## src/rtl/tc8_pkg.sv

```systemverilog
// constants and state type for the 8-bit timer compare/output block
// Contract
// - a counter write blocks every compare match for the next timer tick
// - writing the counter equal to a compare value loses that match
// - output latches keep their value across waveform mode changes
// - new output action applies from the first match after the write
// - force strobe in non-PWM modes applies the action to the latch at once
// - reset clears every output latch to 0
// - nonzero output action puts the latch on the pin instead of port value
// - pin direction stays with the direction bit during override
// - output action 0 leaves the latch unchanged on matches
// - only the waveform mode steers counting, never the output action
// - mode 0 counts up only and wraps 0xFF to 0x00
// - mode 0 overflow flag sets in the tick the counter becomes zero
// - mode 2 clears the counter on a match with compare value A
// - in mode 2 a compare A below the count means counting through 0xFF
// - in mode 2 compare flag A sets each time top is reached
// - in mode 2 action 1 toggles latch A on every match
// - in mode 2 overflow flag sets on the roll from 0xFF to 0x00
// - modes 3 and 7 count bottom to top; top 0xFF or compare value A
// - fast PWM non-inverting clears on match, sets at bottom; inverting opposite
// - an equality sets the compare flag at the next timer tick
// - a forced compare touches only the latch, not flag or counter
// - compare values are double buffered only in PWM modes
// - in fast PWM the counter clears at the tick after matching top
package tc8_pkg;
   localparam int NUM_CH = 2;
   localparam int CH_A = 0;
   localparam int CH_B = 1;
   localparam int CNT_W = 8;
   // waveform mode encodings
   localparam logic [2:0] MODE_NORMAL = 3'h0;
   localparam logic [2:0] MODE_CTC = 3'h2;
   localparam logic [2:0] MODE_FPWM_MAX = 3'h3;
   localparam logic [2:0] MODE_FPWM_CMPA = 3'h7;
   // counter extremes
   localparam logic [7:0] CNT_MAX = 8'hff;
   localparam logic [7:0] CNT_BOTTOM = 8'h00;
   localparam logic [7:0] CNT_ONE = 8'h01;
   // output action encodings
   localparam logic [1:0] ACT_NONE = 2'h0;
   localparam logic [1:0] ACT_TOGGLE = 2'h1;
   localparam logic [1:0] ACT_CLEAR = 2'h2;
   localparam logic [1:0] ACT_SET = 2'h3;
   // reset values
   localparam logic [7:0] CMP_RESET = 8'h00;
   localparam logic LATCH_RESET = 1'b0;
   localparam logic FLAG_RESET = 1'b0;

   // whole state of the timer
   typedef struct packed {
      logic [7:0] cnt;
      logic [NUM_CH-1:0][7:0] cmp;
      logic [NUM_CH-1:0][7:0] cmp_buf;
      logic [NUM_CH-1:0] cmp_flag;
      logic [NUM_CH-1:0] latch;
      logic ovf;
      logic blk;
   } tc8_state_t;
endpackage : tc8_pkg

```

## src/rtl/tc8_timer.sv

```systemverilog
// 8-bit timer/counter with compare units, output latches and pin override
`timescale 1ns/10ps
`default_nettype none
module tc8_timer
   import tc8_pkg::*;
(
   // system clock and controls
   input wire logic ref_clk,
   input wire logic rst,
   input wire logic ce,
   input wire logic timer_tick,
   input wire logic [2:0] waveform_mode_select,
   input wire logic [1:0] output_action_select_a,
   input wire logic [1:0] output_action_select_b,
   // counter write
   input wire logic count_wr,
   input wire logic [7:0] count_wdata,
   // compare value writes
   input wire logic compare_a_wr,
   input wire logic [7:0] compare_a_wdata,
   input wire logic compare_b_wr,
   input wire logic [7:0] compare_b_wdata,
   // force strobes
   input wire logic force_compare_strobe_a,
   input wire logic force_compare_strobe_b,
   // flag clears (software write of one or interrupt execution)
   input wire logic overflow_flag_clear,
   input wire logic compare_flag_a_clear,
   input wire logic compare_flag_b_clear,
   // general port values and direction bits
   input wire logic port_value_a,
   input wire logic port_value_b,
   input wire logic pin_direction_bit_a,
   input wire logic pin_direction_bit_b,
   // state read back
   output logic [7:0] count_value,
   output logic [7:0] compare_value_a,
   output logic [7:0] compare_value_b,
   output logic [7:0] compare_buffer_a,
   output logic [7:0] compare_buffer_b,
   output logic overflow_flag,
   output logic compare_flag_a,
   output logic compare_flag_b,
   output logic compare_output_latch_a,
   output logic compare_output_latch_b,
   // port pins
   output logic pin_out_a,
   output logic pin_oe_n_a,
   output logic pin_out_b,
   output logic pin_oe_n_b
);
   import tc8_pkg::*;

   tc8_state_t state_reg;
   tc8_state_t state_next;

   // per-channel views of the separate ports
   logic [NUM_CH-1:0][1:0] action;
   logic [NUM_CH-1:0] force_strobe;
   logic [NUM_CH-1:0] flag_clear;
   logic [NUM_CH-1:0] cmp_wr;
   logic [NUM_CH-1:0][7:0] cmp_wdata;
   logic [NUM_CH-1:0] port_value;
   logic [NUM_CH-1:0] dir_out;

   // decoded mode and events
   logic pwm;
   logic top_is_cmp_a;
   logic [7:0] top_value;
   logic step;
   logic at_top;
   logic at_max;
   logic cnt_clear;
   logic ovf_set;
   logic bottom;
   logic [7:0] cnt_inc;
   logic [NUM_CH-1:0] match;
   logic [NUM_CH-1:0] force_cmp;
   logic [NUM_CH-1:0] toggle_ok;
   logic [NUM_CH-1:0] latch_next;
   logic [NUM_CH-1:0] pin_out;
   logic [NUM_CH-1:0] pin_oe_n;

   // gather channel ports into arrays
   assign action[CH_A] = output_action_select_a;
   assign action[CH_B] = output_action_select_b;
   assign force_strobe[CH_A] = force_compare_strobe_a;
   assign force_strobe[CH_B] = force_compare_strobe_b;
   assign flag_clear[CH_A] = compare_flag_a_clear;
   assign flag_clear[CH_B] = compare_flag_b_clear;
   assign cmp_wr[CH_A] = compare_a_wr;
   assign cmp_wr[CH_B] = compare_b_wr;
   assign cmp_wdata[CH_A] = compare_a_wdata;
   assign cmp_wdata[CH_B] = compare_b_wdata;
   assign port_value[CH_A] = port_value_a;
   assign port_value[CH_B] = port_value_b;
   assign dir_out[CH_A] = pin_direction_bit_a;
   assign dir_out[CH_B] = pin_direction_bit_b;

   // mode decode; the output action never enters here
   assign pwm = (waveform_mode_select == MODE_FPWM_MAX) ||
                (waveform_mode_select == MODE_FPWM_CMPA);
   assign top_is_cmp_a = (waveform_mode_select == MODE_CTC) ||
                         (waveform_mode_select == MODE_FPWM_CMPA);
   assign top_value = top_is_cmp_a ? state_reg.cmp[CH_A] : CNT_MAX;

   // a timer tick only counts when the whole block is enabled
   assign step = ce && timer_tick;
   assign at_top = (state_reg.cnt == top_value);
   assign at_max = (state_reg.cnt == CNT_MAX);
   assign cnt_inc = state_reg.cnt + CNT_ONE;

   // in normal mode top is max, so clearing equals the natural wrap;
   // a compare A below the count in mode 2 is passed, count runs to max
   // outside pwm the clear is a compare match, so a counter write blocks it
   assign cnt_clear = step && at_top && (pwm || !state_reg.blk);

   // overflow: max to zero outside PWM, each top in fast PWM
   assign ovf_set = step && (pwm ? at_top : at_max);

   // fast PWM bottom event: the tick in which top rolls to bottom
   assign bottom = pwm && cnt_clear;

   // matches, forced compares and toggle permission per channel
   generate
      for (genvar i = 0; i < NUM_CH; i++) begin : g_ch
         // equality seen at a tick, held off right after a counter write
         assign match[i] = step && !state_reg.blk &&
                           (state_reg.cnt == state_reg.cmp[i]);
         // force only means something outside PWM
         assign force_cmp[i] = ce && force_strobe[i] && !pwm;
         // in fast PWM toggling is only offered to channel A with top A
         assign toggle_ok[i] = !pwm ||
            ((i == CH_A) && (waveform_mode_select == MODE_FPWM_CMPA));

         tc8_out_chan u_chan (
            .action(action[i]),
            .pwm(pwm),
            .toggle_ok(toggle_ok[i]),
            .match(match[i]),
            .bottom(bottom),
            .force_cmp(force_cmp[i]),
            .latch(state_reg.latch[i]),
            .port_value(port_value[i]),
            .dir_out(dir_out[i]),
            .latch_next(latch_next[i]),
            .pin_out(pin_out[i]),
            .pin_oe_n(pin_oe_n[i])
         );
      end
   endgenerate

   // next-state logic for counter, compare registers and flags
   always_comb begin
      state_next = state_reg;

      // counting; a tick with no clear just increments
      if (cnt_clear) begin
         state_next.cnt = CNT_BOTTOM;
      end else if (step) begin
         state_next.cnt = cnt_inc;
      end

      // the blocking window lasts until the next timer tick
      if (step) begin
         state_next.blk = 1'b0;
      end

      // software counter write overrides any count or clear, even when
      // stopped; the block flag hides the written value from compare
      if (ce && count_wr) begin
         state_next.cnt = count_wdata;
         state_next.blk = 1'b1;
      end

      // overflow flag: clear first so a coincident set is kept
      if (ce && overflow_flag_clear) begin
         state_next.ovf = 1'b0;
      end
      if (ovf_set) begin
         state_next.ovf = 1'b1;
      end

      for (int i = 0; i < NUM_CH; i++) begin
         // compare writes: buffered in PWM, direct otherwise
         if (ce && cmp_wr[i]) begin
            state_next.cmp_buf[i] = cmp_wdata[i];
            if (!pwm) begin
               state_next.cmp[i] = cmp_wdata[i];
            end
         end
         // buffer reaches the comparator only at top-to-bottom
         if (bottom) begin
            state_next.cmp[i] = state_reg.cmp_buf[i];
         end

         // compare flag: set wins over clear; force never sets it
         if (ce && flag_clear[i]) begin
            state_next.cmp_flag[i] = 1'b0;
         end
         if (match[i]) begin
            state_next.cmp_flag[i] = 1'b1;
         end

         // latch follows the channel logic; mode changes leave it alone
         if (ce) begin
            state_next.latch[i] = latch_next[i];
         end
      end

      // clock enable low freezes everything
      if (!ce) begin
         state_next = state_reg;
      end
   end

   // state register with synchronous reset
   always_ff @(posedge ref_clk) begin
      if (rst) begin
         state_reg.cnt <= CNT_BOTTOM;
         state_reg.cmp <= {NUM_CH{CMP_RESET}};
         state_reg.cmp_buf <= {NUM_CH{CMP_RESET}};
         state_reg.cmp_flag <= {NUM_CH{FLAG_RESET}};
         state_reg.latch <= {NUM_CH{LATCH_RESET}};
         state_reg.ovf <= FLAG_RESET;
         state_reg.blk <= 1'b0;
      end else begin
         state_reg <= state_next;
      end
   end

   // read back straight from the state flip-flops
   assign count_value = state_reg.cnt;
   assign compare_value_a = state_reg.cmp[CH_A];
   assign compare_value_b = state_reg.cmp[CH_B];
   assign compare_buffer_a = state_reg.cmp_buf[CH_A];
   assign compare_buffer_b = state_reg.cmp_buf[CH_B];
   assign overflow_flag = state_reg.ovf;
   assign compare_flag_a = state_reg.cmp_flag[CH_A];
   assign compare_flag_b = state_reg.cmp_flag[CH_B];
   assign compare_output_latch_a = state_reg.latch[CH_A];
   assign compare_output_latch_b = state_reg.latch[CH_B];

   // pins: latch or port value, direction from the port bit
   assign pin_out_a = pin_out[CH_A];
   assign pin_out_b = pin_out[CH_B];
   assign pin_oe_n_a = pin_oe_n[CH_A];
   assign pin_oe_n_b = pin_oe_n[CH_B];
endmodule : tc8_timer
`default_nettype wire

```

## src/rtl/tc8_out_chan.sv

```systemverilog
// one compare channel: next output latch value and port pin override
`timescale 1ns/10ps
`default_nettype none
module tc8_out_chan
   import tc8_pkg::*;
(
   input wire logic [1:0] action,
   input wire logic pwm,
   input wire logic toggle_ok,
   input wire logic match,
   input wire logic bottom,
   input wire logic force_cmp,
   input wire logic latch,
   input wire logic port_value,
   input wire logic dir_out,
   output logic latch_next,
   output logic pin_out,
   output logic pin_oe_n
);
   // latch update; bottom wins over a match in the same tick so that a
   // compare value at top gives a steady level instead of a glitch
   always_comb begin
      latch_next = latch;
      if (pwm) begin
         // toggle falls through to the match, so a match at top a still toggles
         if (bottom && (action == ACT_CLEAR || action == ACT_SET)) begin
            latch_next = (action == ACT_CLEAR);
         end else if (match) begin
            unique case (action)
               ACT_NONE: latch_next = latch;
               ACT_TOGGLE: latch_next = toggle_ok ? ~latch : latch;
               ACT_CLEAR: latch_next = 1'b0;
               ACT_SET: latch_next = 1'b1;
            endcase
         end
      end else if (match || force_cmp) begin
         unique case (action)
            ACT_NONE: latch_next = latch;
            ACT_TOGGLE: latch_next = ~latch;
            ACT_CLEAR: latch_next = 1'b0;
            ACT_SET: latch_next = 1'b1;
         endcase
      end
   end

   // override does not depend on mode; direction stays with the port bit
   assign pin_out = (action != ACT_NONE) ? latch : port_value;
   assign pin_oe_n = ~dir_out;
endmodule : tc8_out_chan
`default_nettype wire

```

## config.mk

```make
export PLATFORM = sky130hd
export DESIGN_NAME = tc8_timer
export DESIGN_NICKNAME = d
export VERILOG_FILES = /design/src/rtl/tc8_pkg.sv /design/src/rtl/tc8_timer.sv /design/src/rtl/tc8_out_chan.sv
export SDC_FILE = /design/constraint.sdc
export NUM_CORES = 1
export LEC_CHECK = 0
export BUFFER_PORTS_ARGS = -buffer_cell sky130_fd_sc_hd__clkbuf_2
export CELL_PAD_IN_SITES_DETAIL_PLACEMENT = 0
export CELL_PAD_IN_SITES_GLOBAL_PLACEMENT = 1
export CORE_MARGIN = 2
export CORE_UTILIZATION = 36
export DETAILED_ROUTE_END_ITERATION = 6
export GPL_TIMING_DRIVEN = 0
export HOLD_SLACK_MARGIN = 0.15
export MAX_ROUTING_LAYER = met4
export PLACE_DENSITY = 0.81
export SYNTH_ARGS = -nofsm -noshare
export SYNTH_HDL_FRONTEND = slang
export SYNTH_SLANG_ARGS = --single-unit
```

## constraint.sdc

```tcl
create_clock -name ref_clk -period 2.5 [get_ports ref_clk]
set_input_delay 0 -clock ref_clk [delete_from_list [all_inputs] [get_ports ref_clk]]
set_output_delay 0 -clock ref_clk [all_outputs]
set_load 0.02 [all_outputs]
```

# Yosys cells after proc, flatten, opt, wreduce, memory -nomap -nowiden

Cells that the tools add are included.

Bits in registers: 46
Input port bits: 47
Word-level logic and storage cells: 126

Add/subtract/negate cells: 1
Equality and inequality tests: 21
Mux-type cells: 34
Bitwise logic cells: 4
Reductions and logical operators: 55

Operators with widths:

| operator              | count |
|---|---|
| $mux W8               | 10 |
| $eq A8 B8 Y1          | 3 |
| $logic_and A1 B1 Y1   | 20 |
| $mux W1               | 20 |
| $reduce_bool A2 Y1    | 10 |
| $reduce_and A2 Y1     | 7 |
| $pmux W1 S3           | 3 |
| $add A8 B1 Y8 const B | 1 |
| $eq A2 B2 Y1 const B  | 4 |
| $eq A8 B8 Y1 const B  | 1 |
| $logic_or A1 B1 Y1    | 8 |
| $eq A3 B2 Y1 const B  | 2 |
| $ne A3 B1 Y1 const B  | 2 |
| $reduce_and A3 Y1     | 2 |
| $reduce_and A6 Y1     | 1 |
| $reduce_and A5 Y1     | 1 |
| $eq A2 B1 Y1 const B  | 2 |
| $logic_not A2 Y1      | 2 |
| $ne A2 B1 Y1 const B  | 2 |
| $ne A2 B2 Y1 const B  | 2 |
| $ne A4 B2 Y1 const B  | 1 |
| $not A1 Y1            | 4 |
| $eq A3 B3 Y1 const B  | 1 |
| $ne A3 B2 Y1 const B  | 1 |
| other kinds (4)       | 5 |

# Logic depth before layout (Yosys ltp)

Gate-level depths: netlist (run 1).

Depth after elaboration: 10
Mapped depth: 8
Gate-level depth less buffers: 7

# By module

A second synthesis (run 1) with hierarchy kept.

Cell total of the unflattened synthesis: 366
Area, all modules: 2959.1 sq um

By module, submodules not included:

| module       | times used | cells an instance | area each (sq um) | seq. area each (sq um) |
|---|---|---|---|---|
| tc8_timer    | 1          | 332               | 2758.9            | 920.9 |
| tc8_out_chan | 2          | 17                | 100.1             | 0.0 |

# Worst setup path before layout (run 1)

No wires, ideal clock.

Path kind: flip-flop to flip-flop
From: register state_reg, in the netlist count_value[3]
To: register state_reg, in the netlist count_value[2]
Setup time: 0.130 ns
Data arrival time: 2.133 ns
Path slack: 0.237 ns
Stages on the path, launching flop included: 9
Period minus slack after synthesis: 2.263 ns
Cell sequence: dfxtp_1 > buf_6 > nor2b_1 > a2111oi_1 > nand4_1 > a2111oi_4 > nor2_1 > a221oi_1 > nor3_1

Cells in the longest elaborated chain, start to end: 5

Ends and longest elaborated chain:

| what                                                    | line             | text |
|---|---|---|
| start: declaration                                      | tc8_timer.sv:54  | `tc8_state_t state_reg;` |
| start signal: assignment                                | tc8_timer.sv:228 | `state_reg <= state_next;` |
| $eq A8 B8 Y1 (*)                                        | tc8_timer.sv:109 | `assign at_top = (state_reg.cnt == top_value);` |
| $logic_and A1 B1 Y1 (*) (2 in series)                   | tc8_timer.sv:116 | `assign cnt_clear = step && at_top && (pwm \|\| !state_reg.blk);` |
| $reduce_bool A3 Y1 (no line) or $mux W8 (tied branches) | --               |  |
| $reduce_and A2 Y1 (no line) or $mux W8 (tied branches)  | --               |  |

Mark *: on every way between the ends. The rest lies on a longest branch, timed or not.
A chain may end at the register's enable or synchronous reset.

# Worst setup path after layout (run 1)

From: register state_reg, in the netlist count_value[4]
To: register state_reg, in the netlist count_value[6]

Cells in the longest elaborated chain, start to end: 5

Ends and longest elaborated chain:

| what |
|---|
| branches (longest 5 deep; another with $add A8 B1 Y8) |

Several ways; the timed one is not identified. The select of a mux whose other input is x is not followed.

==> flow_summary_export.csv, run 1 <==
group,metric,value,unit
drt,number_of_optimization_iterations_in_the_first_detailed_route_pass,4,
cts,worstSkewPairLatency,310,ps
worst_setup_path,crit_path_max_incr_delay,480,ps
timing,final_critical_path_setup_slack,123,ps
timing,tightestPinTransition,919,ps
worst_setup_path,cpMaxStageDelayCell,"sky130_fd_sc_hd__or4_4",
power_and_ir_drop,power_density,459,mW/mm2
global_route,grt_overflow,0,
timing,max_clock_freq,0.421,GHz
global_route,grt_pass1_vias,2856,
logic_synthesis,synth_async_sr_flop_share,0,
cts,cts_tree,"yes",
floorplan,die_height,92.5,um
timing,setup_violating_endpoint_count_in_the_final_report,0,
timing,min_period_over_period,0.951,
timing,report.final.slew_viol_count,0,
worst_setup_path,worstPathCellList,"clkbuf_2, nand4_1, or4_4, a2111oi_4, buf_4, buf_4, buf_4, a31oi_1, o21ai_0, a211oi_1",
placed_design,dp_cells,555,
power_and_ir_drop,report.power.total,1850,uW
logic_synthesis,synth_top_area_cell,"sky130_fd_sc_hd__dfxtp_1",
layout,fin_nets,555,
layout,multi_input_area,0.00152,mm2
job,drv.max_cap_violation_count,0,
drt,post-route-drc-count,0,
layout,instances_no_fill,610,
global_route,grt_max_degree,15,
timing,finalSetupTns,0,ps
floorplan,die_w,92.5,um
logic_synthesis,post-synth-top-area-fraction,0.327,
floorplan,initial_core_util,0.368,
global_route,globalRouteTotalUtil,0.204,
logic_synthesis,synth.top_cells.by_area,"sky130_fd_sc_hd__dfxtp_1 (33%), sky130_fd_sc_hd__buf_4 (11%), sky130_fd_sc_hd__mux2i_1 (6.4%), sky130_fd_sc_hd__a211oi_1 (5.3%), sky130_fd_sc_hd__a21oi_1 (5.3%)",
worst_setup_path,critical_path_required,2680,ps
cts,cts-root-buf,"sky130_fd_sc_hd__clkbuf_8",
layout,layout_commonest_cell,"sky130_fd_sc_hd__clkbuf_2",
layout,utilization,0.528,
logic_synthesis,synth.ff_latch_count,46,
min_path,worst_hold_path_type,"input pin to flip-flop",
power_and_ir_drop,irDropWorstVdd,0.239,mV
logic_synthesis,synth_sequential_area_ratio,0.327,
global_route,antenna_violations_before_repair,0,
logic_synthesis,avgSynthCellArea,7.82,um2
cts,tritoncts.num_buffers,5,
layout,seqCellArea,927,um2
drt,avgViaCountPerCell,4.94,
timing,clock_tree_skew_after_final_layout,5.87,ps
layout,post_route_cells_drive_above_1_share,0.317,
timing,timing.max_slew.rel_slack,0.385,
layout,flow.area_growth_from_synthesis,43.5,%
logic_synthesis,syn-num-nets,408,
logic_synthesis,post_synth_num_cell_types,38,
floorplan,area_of_the_die,0.00855,mm2
floorplan,core.rowCount,32,
worst_setup_path,worst_path_most_repeated_cell,"sky130_fd_sc_hd__buf_4",
logic_synthesis,synth.cell_area,0.00282,mm2
worst_setup_path,worst_setup_path_start_kind,"flip-flop",
layout,fill_cells,779,
floorplan,io_pins,96,
worst_setup_path,worstSetupPathType,"flip-flop to flip-flop",
run_status,status,"finished clean",
placed_design,gp_congestion,0.880,
placed_design,detailed_place_hpwl,5.94,mm
logic_synthesis,post_synth_inst_count,360,
logic_synthesis,synth_warnings,0,
worst_setup_path,worstPathMaxFanout,10,
worst_setup_path,timing.reg2reg.setup_slack,120,ps
cts,max-clock-path-buffers,2,
power_and_ir_drop,p_leak,0.00179,uW
placed_design,port_buffers,93,
cts,cts_max_level,2,
global_route,grt_first_pass_wirelength,13.7,mm
drt,dr.first_iter.drc_count,130,
drt,routed_wire_length_per_instance,13.7,um
drt,finalWirelength,8.34,mm
drt,ant_nets,0,
logic_synthesis,synth-edff-count,0,
floorplan,coreArea,0.00765,mm2
logic_synthesis,ys.flop_type,"sky130_fd_sc_hd__dfxtp_1",
drt,route.vias.total,3011,
timing,period_needed,2380,ps
worst_setup_path,crit_arrival,2560,ps
placed_design,dp_slack,-148,ps
layout,num_antenna_cells,0,
worst_setup_path,setup.worst_path.end_class,"flip-flop",
layout,layout.cells.most_common_list,"sky130_fd_sc_hd__clkbuf_2 (96), sky130_fd_sc_hd__dlygate4sd3_1 (46), sky130_fd_sc_hd__buf_4 (44)",
timing,hold_viol,0,
cts,clkSlewWorstSetupHoldPaths,90,ps
cts,cts_num_sinks,46,
[through the flow]
| stage | hold slack (ps) | cell area [um2] |
|---|---|---|
| 6_report | 140 | 4040 |
| 3_3_place_gp | 239 | 3410 |
| 4_1_cts | 152 | 4000 |
| 3_5_place_dp | 243 | 3410 |
| 2_1_floorplan | 76.6 | 2820 |
| 5_1_grt | 158 | 4040 |
[kinds of logic after synthesis]
group                    share of synthesized area
multiplexers                                0.0720
AND/OR/NAND/NOR                              0.226
XOR/XNOR                                    0.0373
AO/OA/AOI/OAI                                0.187
flip-flops                                   0.327
buffers and inverters                        0.147
adder cells (fa/ha/maj)                    0.00444
[worst paths after layout]
check	startpoint	to	cells after the start
setup reg to reg	count_value[4]	count_value[6]	10
setup / recovery	count_value[4]	count_value[6]	10
hold reg to reg	compare_flag_a	compare_flag_a	2
hold / removal	compare_b_wr	compare_buffer_b[3]	3
[critical path, delay by kind of cell (launching register included)]
family,cells,cell delay [ps]
DFF,1,330
AOI/OAI and AO/OA,4,640
buffers and inverters,4,650
and+or+nand+nor,2,630
[final cells by class]
class | instances | share of cell area
plain buffers | 58 | 0.0938
clock buffers | 6 | 0.0180
clock inverters | 2 | 0.00929
inverters | 7 | 0.00650
multi-input cells | 246 | 0.375
flip-flops and latches | 46 | 0.229
well taps | 102 | 0.0316
repair buffers | 143 | 0.237
[synth_stat cells, drive strengths merged (3+ instances only)]
library cell and number:
a211oi 20, a21oi 30, a221oi 3, and2 6, and3 3, buf 41
clkbuf 20, dfxtp 46, inv 7, mux2i 18, nand2 35, nand2b 8
nand3 23, nand4 3, nor2 37, nor2b 9, nor3 6, o21ai 9
xnor2 11
[metal layers]
metal	track usage	routed length [um]	share of wire	vias to the layer above
met5	-	0	0	-
met4	0.0609	76	0.0091	0
met3	0.0301	426	0.051	8
met2	0.333	3900	0.47	93
met1	0.263	3940	0.47	1391
li1	-	-	-	1519
[timing repair]
item                                    CTS  global route
pin swaps                                 2             6
hold endpoints to repair                 45             0
gates resized for setup                   3            15
hold buffers                             46             0
endpoints found under the setup margin   19            24
setup buffers                             2             2
[where the power goes]
group	switching (uW)	leakage [uW]	internal, uW
clock	277	0.0000514	299
combinational	232	0.00136	229
sequential	46.7	0.000378	771
Note: power is estimated with default switching activity, not from simulation.
==> run 2: changes to the inputs <==
--- a/config.mk
+++ b/config.mk
@@ -5,11 +5,12 @@
 export SDC_FILE = /design/constraint.sdc
 export NUM_CORES = 1
 export LEC_CHECK = 0
+export ABC_AREA = 1
 export BUFFER_PORTS_ARGS = -buffer_cell sky130_fd_sc_hd__clkbuf_2
 export CELL_PAD_IN_SITES_DETAIL_PLACEMENT = 0
 export CELL_PAD_IN_SITES_GLOBAL_PLACEMENT = 1
 export CORE_MARGIN = 2
-export CORE_UTILIZATION = 36
+export CORE_UTILIZATION = 35
 export DETAILED_ROUTE_END_ITERATION = 6
 export GPL_TIMING_DRIVEN = 0
 export HOLD_SLACK_MARGIN = 0.15
==> flow_summary_export.csv, run 2 <==
group,metric,value,unit
run_status,status,"finished clean",
job,drv.max_cap_violation_count,0,
timing,clock_tree_skew_after_final_layout,14.4,ps
drt,number_of_optimization_iterations_in_the_first_detailed_route_pass,4,
cts,clkSlewWorstSetupHoldPaths,100,ps
layout,fin_nets,627,
drt,ant_nets,0,
power_and_ir_drop,sequentialPowerShare,0.450,
drt,avgViaCountPerCell,4.65,
cts,cts_max_level,2,
power_and_ir_drop,p_comb_frac,0.293,
logic_synthesis,ys.flop_type,"sky130_fd_sc_hd__dfxtp_1",
worst_setup_path,setup.worst_path.end,"count_value[0]",
drt,dr.first_iter.drc_count,142,
worst_setup_path,timing.reg2reg.setup_slack,200,ps
logic_synthesis,synth.ff_latch_count,46,
floorplan,initial_core_util,0.363,
cts,cts_num_sinks,46,
logic_synthesis,synth-edff-count,0,
global_route,grt_first_pass_wirelength,14.3,mm
worst_setup_path,worstPathMaxFanout,9,
logic_synthesis,synth_sequential_area_ratio,0.308,
min_path,worst_hold_path_type,"input pin to flip-flop",
worst_setup_path,worst_path_most_repeated_cell,"sky130_fd_sc_hd__nand2_1",
timing,finalSetupTns,0,ps
power_and_ir_drop,power.net_switching,639,uW
power_and_ir_drop,p_leak,0.00201,uW
logic_synthesis,synth.top_cells.by_area,"sky130_fd_sc_hd__dfxtp_1 (31%), sky130_fd_sc_hd__nand2_1 (13%), sky130_fd_sc_hd__buf_4 (10%), sky130_fd_sc_hd__a21oi_1 (7.0%), sky130_fd_sc_hd__inv_1 (5.5%)",
layout,flow.area_growth_from_synthesis,35.5,%
placed_design,placed_area,0.00360,mm2
layout,utilization,0.491,
layout,seqCellArea,935,um2
cts,max-clock-path-buffers,2,
drt,post-route-drc-count,0,
logic_synthesis,cell_with_the_most_instances_after_synthesis,"sky130_fd_sc_hd__nand2_1",
logic_synthesis,synth_warnings,0,
global_route,grt_overflow,0,
worst_setup_path,setup.worst_path.end_class,"flip-flop",
global_route,antenna_violations_before_repair,0,
drt,route.vias.total,3182,
timing,final_critical_path_setup_slack,204,ps
worst_setup_path,worstRegToRegCells,14,
timing,whs,161,ps
logic_synthesis,synth.cell_area,0.00299,mm2
logic_synthesis,synth_top_area_cell,"sky130_fd_sc_hd__dfxtp_1",
floorplan,core.rowCount,33,
placed_design,port_buffers,94,
drt,finalWirelength,8.70,mm
layout,post_route_cells_drive_above_1_share,0.324,
floorplan,coreArea,0.00826,mm2
timing,rsz0062_at_grt,"false",
power_and_ir_drop,power_density,460,mW/mm2
power_and_ir_drop,pwr-share-clk,0.256,
worst_setup_path,first_element_of_the_critical_path,"count_value[1]",
timing,timing.max_slew.rel_slack,0.586,
cts,cts_tree,"yes",
worst_setup_path,r2r_path_start,"count_value[1]",
logic_synthesis,syn-num-nets,490,
logic_synthesis,post_synth_num_cell_types,39,
power_and_ir_drop,cell_internal_power,1230,uW
layout,layout_commonest_cell,"sky130_fd_sc_hd__nand2_1",
global_route,globalRouteTotalUtil,0.203,
global_route,grt_pass1_vias,3004,
layout,layout.cells.most_common_list,"sky130_fd_sc_hd__nand2_1 (105), sky130_fd_sc_hd__clkbuf_2 (95), sky130_fd_sc_hd__inv_1 (44)",
floorplan,die_w,96.5,um
drt,routed_wire_length_per_instance,12.7,um
worst_setup_path,critical_path_required,2700,ps
layout,multi_input_area,0.00150,mm2
timing,tightestPinTransition,622,ps
logic_synthesis,avgSynthCellArea,6.77,um2
placed_design,dp_slack,514,ps
worst_setup_path,worst_setup_path_start_kind,"flip-flop",
logic_synthesis,synth_async_sr_flop_share,0,
layout,fill_cells,838,
worst_setup_path,worstSetupPathType,"flip-flop to flip-flop",
worst_setup_path,critical_path.reg2reg.endpoint,"count_value[0]",
timing,setup_violating_endpoint_count_in_the_final_report,0,
power_and_ir_drop,irDropWorstVdd,0.233,mV
worst_setup_path,crit_arrival,2500,ps
layout,num_antenna_cells,0,
global_route,grt_max_degree,15,
cts,cts-root-buf,"sky130_fd_sc_hd__clkbuf_8",
floorplan,die_height,96.5,um
logic_synthesis,post_synth_inst_count,442,
timing,period_needed,2300,ps
cts,worstSkewPairLatency,310,ps
layout,finalInstanceArea,0.00406,mm2
floorplan,io_pins,96,
logic_synthesis,yosys-top-cells-count,"sky130_fd_sc_hd__nand2_1 (105), sky130_fd_sc_hd__dfxtp_1 (46), sky130_fd_sc_hd__inv_1 (44), sky130_fd_sc_hd__a21oi_1 (42), sky130_fd_sc_hd__buf_4 (41)",
placed_design,gp_congestion,0.891,
power_and_ir_drop,swShare,0.343,
timing,min_period_over_period,0.918,
floorplan,area_of_the_die,0.00931,mm2
logic_synthesis,post-synth-top-area-fraction,0.308,
timing,max_clock_freq,0.436,GHz
placed_design,detailed_place_hpwl,6.63,mm
worst_setup_path,cpMaxStageDelayCell,"sky130_fd_sc_hd__dlygate4sd3_1",
timing,report.final.slew_viol_count,0,
timing,hold_viol,0,
worst_setup_path,worstPathCellList,"inv_2, nand2_1, nand2_1, inv_2, nand2_2, nor2_4, nand3_4, nor2_8, nand2_4, nand2_1, inv_1, nand2_1, a31oi_1, dlygate4sd3_1",
worst_setup_path,crit_path_max_incr_delay,590,ps
cts,tritoncts.num_buffers,5,
==> run 2: cell count changes after synthesis, sizes merged, moves of 5 or more <==
cell    before  now
mux2i       18    0
a21oi       30   45
xnor2       11    6
nand2b       8    0
nand2       35  113
o21ai        9   47
inv          7   53
nand4        3   13
a211oi      20    1
clkbuf      20    5
nand3       23   11
nor2b        9    0
and2         6    1
==> run 2: worst min path at each step <==
stage,start,end,slack (ps),depth (start not counted)
6_report,force_compare_strobe_a,compare_output_latch_a,160,6
5_1_grt,count_wr,state_reg[0],180,3
4_1_cts,force_compare_strobe_a,compare_output_latch_a,150,6
3_5_place_dp,pin_direction_bit_a,pin_oe_n_a,240,3
3_3_place_gp,pin_direction_bit_a,pin_oe_n_a,240,3
2_1_floorplan,pin_direction_bit_a,pin_oe_n_a,80,1
==> run 2: layout make-up <==
type                       instances  area share
timing repair buffer             130       0.205
clock buffer                       6      0.0179
inverter                          55      0.0534
tap                              105      0.0324
sequential                        46       0.230
clock inverter                     2     0.00339
multi-input combinational        291       0.371
buffer                            50      0.0870
==> run 2: power groups by stage <==
stage | Combinational (uW) | Clock, uW | Sequential [uW]
2_1_floorplan | 361 | 0 | 840
3_3_place_gp | 502 | 0 | 855
3_5_place_dp | 505 | 0 | 856
4_1_cts | 551 | 493 | 840
5_1_grt | 613 | 514 | 848
6_report | 547 | 478 | 840
==> run 2: what timing repair did <==
item,in CTS,in global routing
hold buffers,36,0
endpoints found under the hold margin,45,0
buffers inserted,0,0
gates resized for setup,0,9
setup endpoints to repair,0,3
==> run 2: critical path: cells and delay by family, from the launching register on <==
kind	cells	cell delay (ps)
AND/OR/NAND/NOR	9	880
buffers and inverters	4	780
flip-flops	1	440
AO/OA/AOI/OAI	1	70
==> run 2: cells by family after synthesis <==
family / synth area share
and+or+nand+nor: 0.289
AOI/OAI and AO/OA: 0.189
buffers and inverters: 0.190
adders and majority gates: 0.00418
xor gates and xnor gates: 0.0205
DFF: 0.308
==> run 2: stage by stage <==
stage / total power (uW) / std cells
after floorplan: 1200 / 442
after global placement: 1360 / 641
after detailed placement: 1360 / 641
after CTS: 1880 / 685
after global routing: 1970 / 685
final: 1860 / 685
==> run 2: layer usage <==
layer / wire [um] / global-route usage / vias to the layer above / part of all wire
li1: - / - / 1665 / -
met1: 4130 / 0.264 / 1410 / 0.47
met2: 4000 / 0.330 / 94 / 0.46
met3: 416 / 0.0310 / 13 / 0.048
met4: 150 / 0.0540 / 0 / 0.017
met5: 0 / - / - / 0
